===== config.mk =====
export PLATFORM = sky130hd
export DESIGN_NAME = dfx_top
export DESIGN_NICKNAME = d
export VERILOG_FILES = /design/src/logic/dfx_pkg.sv /design/src/logic/dfx_port_cfg.sv /design/src/logic/dfx_top.sv
export VERILOG_INCLUDE_DIRS = /design/src /design/src/logic
export SDC_FILE = /design/constraint.sdc
export NUM_CORES = 1
export LEC_CHECK = 0
export BUFFER_PORTS_ARGS = -buffer_cell sky130_fd_sc_hd__buf_4
export CORE_AREA = 5 5 138 140
export CTS_BUF_LIST = sky130_fd_sc_hd__clkbuf_8
export CTS_CLUSTER_SIZE = 12
export DETAILED_ROUTE_END_ITERATION = 16
export DIE_AREA = 0 0 143 145
export PLACE_DENSITY = 0.66
export SYNTH_ARGS = -nofsm -noshare
export SYNTH_HDL_FRONTEND = slang
export SYNTH_SLANG_ARGS = --single-unit
export TNS_END_PERCENT = 1

===== constraint.sdc =====
create_clock -name mclk_i -period 3.75 [get_ports mclk_i]
set_input_delay 0.375 -clock mclk_i [delete_from_list [all_inputs] [get_ports mclk_i]]
set_output_delay 0.375 -clock mclk_i [all_outputs]
set_load 0.02 [all_outputs]

===== src/logic/dfx_regs.svh =====
// Purpose: Named constants for the dual FIFO expansion configuration block.
// Assumes: Included by bare name from the package and the modules.
// Notes: Offsets are in words; widths in bits.
`ifndef DFX_REGS_SVH
`define DFX_REGS_SVH
`define DFX_OFFSET_W 8
`define DFX_DEF_OFFSET 8'h07
`define DFX_DATA_W 9
`define DFX_OFS_IDX_W 2
`define DFX_IDX_EMPTY_LSB 2'h0
`define DFX_IDX_EMPTY_MSB 2'h1
`define DFX_IDX_FULL_LSB 2'h2
`define DFX_IDX_FULL_MSB 2'h3
`define DFX_PAIR_W 18
`endif


===== src/logic/dfx_pkg.sv =====
// Purpose: Types shared by the dual FIFO expansion configuration logic.
// Assumes: dfx_regs.svh supplies the widths.
// Notes: One struct carries a port's control pins, one its resolved config.
`include "dfx_regs.svh"
package dfx_pkg;
  // Mode chosen by the dual-purpose pin at reset
  typedef enum logic [0:0]
  {
    DFX_MODE_LOAD = 1'b0,
    DFX_MODE_WEN2 = 1'b1
  } dfx_mode_e;

  // Raw control pins of one FIFO port
  typedef struct packed
  {
    logic first_write_enable_n;
    logic second_write_enable_or_load;
    logic first_read_enable_n;
    logic second_read_enable_n;
    logic [`DFX_DATA_W-1:0] data;
  } dfx_ctrl_s;

  // Resolved decisions for one FIFO port
  typedef struct packed
  {
    logic fifo_write;
    logic fifo_read;
    logic offset_write;
    logic offset_read;
    logic [2*`DFX_OFFSET_W-1:0] empty_offset;
    logic [2*`DFX_OFFSET_W-1:0] full_offset;
  } dfx_cfg_s;
endpackage


===== src/logic/dfx_port_cfg.sv =====
// Purpose: Mode capture and offset handling for one FIFO port.
// Assumes: Pins are already synchronised to mclk_i by the parent.
// Notes: Offset write and read sequencing share one index pointer.
`include "dfx_regs.svh"
module dfx_port_cfg
(
  input wire logic mclk_i,
  input wire logic rst_n_i,
  input wire logic port_rst_n_i,
  input wire dfx_pkg::dfx_ctrl_s ctrl_i,
  output dfx_pkg::dfx_mode_e mode_o,
  output dfx_pkg::dfx_cfg_s cfg_o,
  output logic [`DFX_DATA_W-1:0] offset_data_o
);
  import dfx_pkg::*;

  ////////////////////////////////////////////////////////////////////////////
  dfx_mode_e mode_ff, nxt_mode;                       // Latched pin mode
  logic [`DFX_OFFSET_W-1:0] ofs_ff [4];               // Four offset bytes
  logic [`DFX_OFFSET_W-1:0] nxt_ofs [4];
  logic [`DFX_OFS_IDX_W-1:0] idx_ff, nxt_idx;         // Next offset slot
  logic [`DFX_DATA_W-1:0] odata_ff, nxt_odata;        // Offset readback
  logic load_sel;
  logic in_reset;

  // Reset content of one offset slot: LSB slots hold seven, MSB slots zero
  function automatic logic [`DFX_OFFSET_W-1:0] default_byte(input int slot);
    return (slot[0] == 1'b0) ? `DFX_DEF_OFFSET : '0;
  endfunction

  // Mode, pointer and offset next values
  always_comb
  begin
    in_reset = !port_rst_n_i;
    nxt_mode = mode_ff;
    nxt_idx = idx_ff;
    nxt_odata = odata_ff;
    for (int i = 0; i < 4; i++)
    begin
      nxt_ofs[i] = ofs_ff[i];
    end
    load_sel = (mode_ff == DFX_MODE_LOAD) && !ctrl_i.second_write_enable_or_load;
    if (in_reset)
    begin
      // Pin level during port reset picks the mode; and
      nxt_mode = ctrl_i.second_write_enable_or_load ? DFX_MODE_WEN2 : DFX_MODE_LOAD;
      nxt_idx = `DFX_IDX_EMPTY_LSB;
      for (int i = 0; i < 4; i++)
      begin
        nxt_ofs[i] = default_byte(i);
      end
    end
    else if (load_sel && !ctrl_i.first_write_enable_n)
    begin
      // Write takes priority; simultaneous offset read is illegal anyway
      nxt_ofs[idx_ff] = ctrl_i.data[`DFX_OFFSET_W-1:0];
      nxt_idx = idx_ff + 2'h1;
    end
    else if (load_sel && !ctrl_i.first_read_enable_n && !ctrl_i.second_read_enable_n)
    begin
      nxt_odata = {1'b0, ofs_ff[idx_ff]};
      nxt_idx = idx_ff + 2'h1;
    end
  end

  // Register stage
  always_ff @(posedge mclk_i)
  begin
    if (!rst_n_i)
    begin
      mode_ff <= DFX_MODE_LOAD;
      idx_ff <= '0;
      odata_ff <= '0;
      for (int i = 0; i < 4; i++)
      begin
        ofs_ff[i] <= default_byte(i);
      end
    end
    else
    begin
      mode_ff <= nxt_mode;
      idx_ff <= nxt_idx;
      odata_ff <= nxt_odata;
      for (int i = 0; i < 4; i++)
      begin
        ofs_ff[i] <= nxt_ofs[i];
      end
    end
  end

  // Decode write/read strobes and present thresholds
  always_comb
  begin
    cfg_o.offset_write = load_sel && !ctrl_i.first_write_enable_n && port_rst_n_i;
    cfg_o.offset_read = load_sel && ctrl_i.first_write_enable_n && !ctrl_i.first_read_enable_n
                        && !ctrl_i.second_read_enable_n && port_rst_n_i;
    // Load mode: write when load high and first enable low
    cfg_o.fifo_write = port_rst_n_i && !ctrl_i.first_write_enable_n && ctrl_i.second_write_enable_or_load;
    cfg_o.fifo_read = port_rst_n_i && !ctrl_i.first_read_enable_n && !ctrl_i.second_read_enable_n
                      && !load_sel;
    if (mode_ff == DFX_MODE_WEN2)
    begin
      // Offsets cannot load in this mode, so defaults apply
      cfg_o.empty_offset = {8'h00, `DFX_DEF_OFFSET};
      cfg_o.full_offset = {8'h00, `DFX_DEF_OFFSET};
    end
    else
    begin
      cfg_o.empty_offset = {ofs_ff[`DFX_IDX_EMPTY_MSB], ofs_ff[`DFX_IDX_EMPTY_LSB]};
      cfg_o.full_offset = {ofs_ff[`DFX_IDX_FULL_MSB], ofs_ff[`DFX_IDX_FULL_LSB]};
    end
  end

  assign mode_o = mode_ff;
  assign offset_data_o = odata_ff;

  // Second-enable mode never shows programmed thresholds
  wen2_defaults_a: assert property (@(posedge mclk_i) disable iff (!rst_n_i)
    (mode_o == DFX_MODE_WEN2) |-> (cfg_o.empty_offset == 16'h0007 && cfg_o.full_offset == 16'h0007))
    else $error("default offsets not used in second enable mode");
endmodule


===== src/logic/dfx_top.sv =====
// Purpose: Configuration logic for a pair of independent FIFOs (A and B).
// Assumes: Single clock mclk_i; pins arrive asynchronously and are synchronised.
// Notes: Storage and flag arithmetic live in the core; this block decides roles.
`include "dfx_regs.svh"
// Functional notes
// - Load pin low at reset selects offset access
// - Load pin high at reset: second write enable
// - Second enable mode uses default offsets
// - FIFO A carries A to B, B carries B to A
// - Unprogrammed offsets default to seven
// - Write when first enable low, second high
module dfx_top
(
  input wire logic mclk_i,
  input wire logic rst_n_i,
  input wire logic port_a_rst_n_i,
  input wire logic port_b_rst_n_i,
  input wire dfx_pkg::dfx_ctrl_s port_a_ctrl_i,
  input wire dfx_pkg::dfx_ctrl_s port_b_ctrl_i,
  input wire logic port_a_empty_flag_i,
  input wire logic port_b_empty_flag_i,
  input wire logic port_a_full_flag_i,
  input wire logic port_b_full_flag_i,
  output dfx_pkg::dfx_mode_e port_a_mode_o,
  output dfx_pkg::dfx_mode_e port_b_mode_o,
  output dfx_pkg::dfx_cfg_s port_a_cfg_o,
  output dfx_pkg::dfx_cfg_s port_b_cfg_o,
  output logic [`DFX_DATA_W-1:0] port_a_offset_data_o,
  output logic [`DFX_DATA_W-1:0] port_b_offset_data_o,
  output logic composite_empty_n_o,
  output logic composite_full_n_o
);
  import dfx_pkg::*;

  ////////////////////////////////////////////////////////////////////////////
  // Two-stage synchronisers for all pin inputs
  // Each bit is caught alone, so a multi-pin change may land split across one edge;
  // hosts hold each offset access for one edge only, as the decode steps the offset index on every edge it sees one
  localparam int SYNC_W = 2 * $bits(dfx_ctrl_s) + 6;
  logic [SYNC_W-1:0] meta_ff, nxt_meta;   // First stage, read only by sync_ff
  logic [SYNC_W-1:0] sync_ff, nxt_sync;   // Second stage, safe to use
  logic [SYNC_W-1:0] pins;
  dfx_ctrl_s a_ctrl, b_ctrl;
  logic a_rst_n, b_rst_n, a_ef_n, b_ef_n, a_ff_n, b_ff_n;
  logic comp_e_ff, nxt_comp_e, comp_f_ff, nxt_comp_f;

  // Elaboration check: offsets load through the data pins, and two words form one pair word
  if (`DFX_OFFSET_W > `DFX_DATA_W || 2 * `DFX_DATA_W != `DFX_PAIR_W)
  begin : g_bad_widths
    $error("offset or pair width does not fit the data pins");
  end

  // Gather pins and step the synchroniser
  always_comb
  begin
    pins = {port_a_ctrl_i, port_b_ctrl_i, port_a_rst_n_i, port_b_rst_n_i,
            port_a_empty_flag_i, port_b_empty_flag_i, port_a_full_flag_i, port_b_full_flag_i};
    nxt_meta = pins;
    nxt_sync = meta_ff;
  end

  // Synchroniser registers; reset holds ports in reset and flags asserted
  always_ff @(posedge mclk_i)
  begin
    if (!rst_n_i)
    begin
      meta_ff <= '0;
      sync_ff <= '0;
    end
    else
    begin
      meta_ff <= nxt_meta;
      sync_ff <= nxt_sync;
    end
  end

  assign {a_ctrl, b_ctrl, a_rst_n, b_rst_n, a_ef_n, b_ef_n, a_ff_n, b_ff_n} = sync_ff;

  ////////////////////////////////////////////////////////////////////////////
  // Each FIFO is configured on its own; A runs A->B, B runs B->A
  dfx_port_cfg u_port_a
  (
    .mclk_i(mclk_i),
    .rst_n_i(rst_n_i),
    .port_rst_n_i(a_rst_n),
    .ctrl_i(a_ctrl),
    .mode_o(port_a_mode_o),
    .cfg_o(port_a_cfg_o),
    .offset_data_o(port_a_offset_data_o)
  );

  dfx_port_cfg u_port_b
  (
    .mclk_i(mclk_i),
    .rst_n_i(rst_n_i),
    .port_rst_n_i(b_rst_n),
    .ctrl_i(b_ctrl),
    .mode_o(port_b_mode_o),
    .cfg_o(port_b_cfg_o),
    .offset_data_o(port_b_offset_data_o)
  );

  ////////////////////////////////////////////////////////////////////////////
  // Composite flags for width-expansion users
  // Either active-low flag asserts the composite
  always_comb
  begin
    nxt_comp_e = a_ef_n && b_ef_n;
    nxt_comp_f = a_ff_n && b_ff_n;
  end

  // Flag registers start asserted, the safe state before FIFOs are known
  always_ff @(posedge mclk_i)
  begin
    if (!rst_n_i)
    begin
      comp_e_ff <= 1'b0;
      comp_f_ff <= 1'b0;
    end
    else
    begin
      comp_e_ff <= nxt_comp_e;
      comp_f_ff <= nxt_comp_f;
    end
  end

  assign composite_empty_n_o = comp_e_ff;
  assign composite_full_n_o = comp_f_ff;

  ////////////////////////////////////////////////////////////////////////////
  // Mode follows the synchronised pin level while the port is in reset
  mode_load_a: assert property (@(posedge mclk_i) disable iff (!rst_n_i)
    (!a_rst_n && !a_ctrl.second_write_enable_or_load) |=> (port_a_mode_o == DFX_MODE_LOAD))
    else $error("port A did not enter load mode");

  mode_wen2_a: assert property (@(posedge mclk_i) disable iff (!rst_n_i)
    (!b_rst_n && b_ctrl.second_write_enable_or_load) |=> (port_b_mode_o == DFX_MODE_WEN2))
    else $error("port B did not enter second enable mode");

  // Mode holds once reset is released
  mode_hold_a: assert property (@(posedge mclk_i) disable iff (!rst_n_i)
    (a_rst_n && $past(a_rst_n)) |-> $stable(port_a_mode_o))
    else $error("port A mode changed outside reset");

  // FIFO write strobe exact decode in second enable mode
  fifo_write_a: assert property (@(posedge mclk_i) disable iff (!rst_n_i)
    (a_rst_n && port_a_mode_o == DFX_MODE_WEN2) |->
    (port_a_cfg_o.fifo_write == (!a_ctrl.first_write_enable_n && a_ctrl.second_write_enable_or_load)))
    else $error("port A write strobe wrong");

  // Offsets restored to seven by a port reset
  offset_default_a: assert property (@(posedge mclk_i) disable iff (!rst_n_i)
    (!b_rst_n) |=> (port_b_cfg_o.empty_offset == 16'h0007 && port_b_cfg_o.full_offset == 16'h0007))
    else $error("port B offsets not defaulted");

  // Composite empty tracks both flags one edge later
  comp_empty_a: assert property (@(posedge mclk_i) disable iff (!rst_n_i)
    (!a_ef_n || !b_ef_n) |=> !composite_empty_n_o)
    else $error("composite empty missed a flag");

  comp_full_a: assert property (@(posedge mclk_i) disable iff (!rst_n_i)
    (a_ff_n && b_ff_n) |=> composite_full_n_o)
    else $error("composite full asserted wrongly");

  // Offset write never overlaps a FIFO write
  no_overlap_a: assert property (@(posedge mclk_i) disable iff (!rst_n_i)
    !(port_a_cfg_o.offset_write && port_a_cfg_o.fifo_write))
    else $error("offset and FIFO write together");

  // Port B enters load mode the same way as port A
  b_load_mode_a: assert property (@(posedge mclk_i) disable iff (!rst_n_i)
    (!b_rst_n && !b_ctrl.second_write_enable_or_load) |=> (port_b_mode_o == DFX_MODE_LOAD))
    else $error("port B did not enter load mode");

  // Port A enters second enable mode the same way as port B
  a_wen2_mode_a: assert property (@(posedge mclk_i) disable iff (!rst_n_i)
    (!a_rst_n && a_ctrl.second_write_enable_or_load) |=> (port_a_mode_o == DFX_MODE_WEN2))
    else $error("port A did not enter second enable mode");

  // Port B mode also holds once its reset is released
  b_mode_hold_a: assert property (@(posedge mclk_i) disable iff (!rst_n_i)
    (b_rst_n && $past(b_rst_n)) |-> $stable(port_b_mode_o))
    else $error("port B mode changed outside reset");

  // Port B write strobe follows both enables in second enable mode
  b_fifo_write_a: assert property (@(posedge mclk_i) disable iff (!rst_n_i)
    (b_rst_n && port_b_mode_o == DFX_MODE_WEN2) |->
    (port_b_cfg_o.fifo_write == (!b_ctrl.first_write_enable_n && b_ctrl.second_write_enable_or_load)))
    else $error("port B write strobe wrong");

  // No offset access at all once second enable mode is latched
  a_no_load_a: assert property (@(posedge mclk_i) disable iff (!rst_n_i)
    (port_a_mode_o == DFX_MODE_WEN2) |->
    !(port_a_cfg_o.offset_write || port_a_cfg_o.offset_read))
    else $error("port A offset access in second enable mode");

  b_no_load_a: assert property (@(posedge mclk_i) disable iff (!rst_n_i)
    (port_b_mode_o == DFX_MODE_WEN2) |->
    !(port_b_cfg_o.offset_write || port_b_cfg_o.offset_read))
    else $error("port B offset access in second enable mode");

  // Port A offsets are restored to seven as well
  a_offset_default_a: assert property (@(posedge mclk_i) disable iff (!rst_n_i)
    (!a_rst_n) |=> (port_a_cfg_o.empty_offset == 16'h0007 && port_a_cfg_o.full_offset == 16'h0007))
    else $error("port A offsets not defaulted");

  // Load low with first enable low must reach the offset registers
  a_offset_write_a: assert property (@(posedge mclk_i) disable iff (!rst_n_i)
    (a_rst_n && port_a_mode_o == DFX_MODE_LOAD && !a_ctrl.second_write_enable_or_load
    && !a_ctrl.first_write_enable_n) |-> port_a_cfg_o.offset_write)
    else $error("port A offset write strobe missing");

  // Composite full asserts when either full flag asserts
  comp_full_miss_a: assert property (@(posedge mclk_i) disable iff (!rst_n_i)
    (!a_ff_n || !b_ff_n) |=> !composite_full_n_o)
    else $error("composite full missed a flag");

  // Composite empty releases only when both halves hold data
  comp_empty_clr_a: assert property (@(posedge mclk_i) disable iff (!rst_n_i)
    (a_ef_n && b_ef_n) |=> composite_empty_n_o)
    else $error("composite empty held wrongly");
endmodule


==> out/results.txt <==
Die area - 0.0207 sq mm
# Post-CTS Setup Buffers - 0
Flops & latches, synth - 148
Worst Hold Class - input pin to flip-flop
DP Area - 0.00706 sq mm
Min Hold Slack - 0.126 ns
Initial core utilization - 0.343
Crit path from - sync_ff[18]
Place WS - 1.63 ns
First-pass GRT wire length - 23600 um
Final Cycle Share - 0.649
CP max stage delay - 0.73 ns
Delay-heaviest family, CP - flip-flops
I/O pin total - 128
Hold Buf Count CTS - 0
Clk_lat worst skew - 0.45 ns
Power per cell area - 418 mW/mm^2
Die H - 145 um
CTS max path bufs - 2
Total gr overflow - 0
Largest net degree at the start of global routing - 58
Post-DP HPWL - 10400 um
Core Area - 0.0177 sq mm
Crit-path cells - inv_2 -> nor3_4 -> buf_4
Root Driver - clkbuf_8
Share of cells above drive strength 1 - 0.254
CTS HTree Levels - 4
Critical path type - flip-flop to primary output
Avg Synthesized Cell Area - 9.70 sq um
Netlist cell types - 36
Slew Limit Fails - 0
Routed wire length - 15000 um
PostCTS Resize Cnt - 0
Min Tclk post-route - 2.43 ns
Final setup fails - 0
Sequential area share after synthesis - 0.487
Site row count - 49
CTS tree - yes
CP endpoint kind - primary output
Final setup margin - 1.32 ns
R2R Setup Slk - 1.63 ns
Outcome - finished, final reports clean
Layout area overhead - 23.3%
Crit-path max FO - 11
Fmax - 0.411 GHz
Fin area - 0.00750 sq mm
Placer Congestion - 0.792
CP max-delay cell - dfxtp_1
Gr usage total - 0.145
Clock sink count - 148
Initial antenna violation count - 0
Max-cap violations - 0
First DRT Iteration DRCs - 303
Detailed-route via count - 4542
Worst hold start - port_b_ctrl_i[0]
Hold Fails Final Rpt - 0
Port buffer count - 123
Cells after DPL - 942
Setup TNS - 0 ns
Peak supply drop - 0.240 mV
Worst Tran Pin Value - 1.01 ns
Crit path buf inv count - 2
Worst-path clk slew - 0.09 ns
Vias in the first global route - 4355
WL/cell - 15.4 um
Die X - 143 um
Via-to-Cell Ratio - 4.66
Final Non-Filler Cells - 974
Crit path required time - 3.38 ns
Worst slew margin - 0.325
Reg2reg start - u_port_a.idx_ff[0]
TritonCTS Buffers - 17
Cell Area, Synth - 0.00608 sq mm
Most frequent cells in the layout - 148 x dfxtp_1, 146 x nand2_1, 126 x buf_4, 60 x and2_1, 56 x a21oi_1
CP Launch Type - flip-flop
Nets - 774
Fillers - 1740
Post-Route Skew - 0.0146 ns
Cells after Synth - 627
Drt pass-1 iters - 5
RSZ-0062 raised after global routing - no
Final routed DRC violation total - 0
Commonest non-fill, non-tap cell in the layout - dfxtp_1
Worst Path Arrival - 2.06 ns
ANT nets after route - 0
# diodes - 0
LEAKAGE - 2.96 nW
Yosys Warn Count - 0
==> report_power, final <==
part,total (W),internal [W],switching (W)
Combinational,0.000146,0.0000672,0.0000784
Clock,0.00135,0.000729,0.000621
Sequential,0.00164,0.00160,0.0000332
==> registers in the layout, indices dropped and copies added (netlist names), 2 cells and up <==
register / count
sync_ff: 30
meta_ff: 30
u_port_b.ofs_ff: 32
u_port_b.idx_ff: 2
u_port_a.offset_data_o: 8
u_port_b.offset_data_o: 8
u_port_a.ofs_ff: 32
u_port_a.idx_ff: 2
==> routing by layer <==
| layer | up-vias | part of all wire | track usage |
|---|---|---|---|
| met5 | - | 0 | 0 |
| met4 | 0 | 0.017 | 0.0528 |
| met3 | 19 | 0.052 | 0.0346 |
| met2 | 119 | 0.46 | 0.217 |
| met1 | 2113 | 0.47 | 0.203 |
| li1 | 2291 | - | - |
==> worst paths after layout <==
check	endpoint	cells after the start
worst max register to register	u_port_a.ofs_ff[1][4]	4
worst min register to register	sync_ff[4]	1
worst min-delay path	meta_ff[6]	2
worst max-delay path	port_b_cfg_o[32]	3
==> cells in the mapped netlist <==
library cell / instances / area [sq um]
a21oi_1: 56 / 280
and2_1: 60 / 375
and2_2: 2 / 15.0
and3_1: 6 / 37.5
buf_1: 2 / 7.51
buf_12: 1 / 20.0
buf_2: 13 / 65.1
buf_4: 4 / 30.0
buf_6: 2 / 22.5
buf_8: 1 / 15.0
clkbuf_1: 16 / 60.1
clkbuf_16: 1 / 25.0
clkbuf_8: 1 / 13.8
conb_1: 1 / 3.75
dfxtp_1: 148 / 2960
ha_1: 8 / 100
inv_1: 5 / 18.8
inv_2: 2 / 7.51
mux2i_1: 2 / 20.0
mux4_1: 5 / 131
mux4_2: 11 / 248
nand2_1: 146 / 548
nand3_1: 16 / 80.1
nor2_1: 6 / 22.5
nor2b_1: 52 / 325
nor3_4: 2 / 32.5
nor4_4: 2 / 42.5
nor4b_4: 8 / 190
o21a_1: 2 / 15.0
o21ai_0: 2 / 10.0
o21ai_1: 4 / 20.0
o2bb2ai_1: 16 / 140
or2_1: 12 / 75.1
or2_4: 2 / 17.5
or3b_4: 2 / 22.5
or4b_1: 8 / 80.1
==> worst reg2reg max path, cell delays in order (launching register included) <==
cell and delay [ns]:
dfxtp_1 0.81, ha_1 0.28, or4b_1 0.65, nand2_1 0.14, a21oi_1 0.08
==> area by class of cell <==
cell class | count | area [sq um] | share of cell area
Clock buffer | 17 | 234 | 0.0312
Clock inverter | 15 | 204 | 0.0272
Inverter | 7 | 26.3 | 0.00351
Multi-Input combinational cell | 432 | 2840 | 0.378
Sequential cell | 148 | 2960 | 0.395
Tap cell | 229 | 287 | 0.0382
Timing Repair Buffer | 126 | 946 | 0.126
==> through the flow <==
stage / utilization / power [W]
3_5_place_dp: 0.398 / 0.00182
6_report: 0.423 / 0.00313
5_1_grt: 0.423 / 0.00327
3_3_place_gp: 0.398 / 0.00182
4_1_cts: 0.423 / 0.00317
2_1_floorplan: - / 0.00177
==> cell families (layout without fill, tap and decap cells) <==
family                     Yosys count  in the layout  share of synthesized area
AOI/OAI and AO/OA                   80             80                     0.0765
muxes                               18             18                     0.0656
DFF                                148            148                      0.487
buffers and inverters               48            165                     0.0469
other                                1              2                   0.000617
adders and majority gates            8              8                     0.0165
and+or+nand+nor                    324            324                      0.307
(Power assumes the default switching activity.)
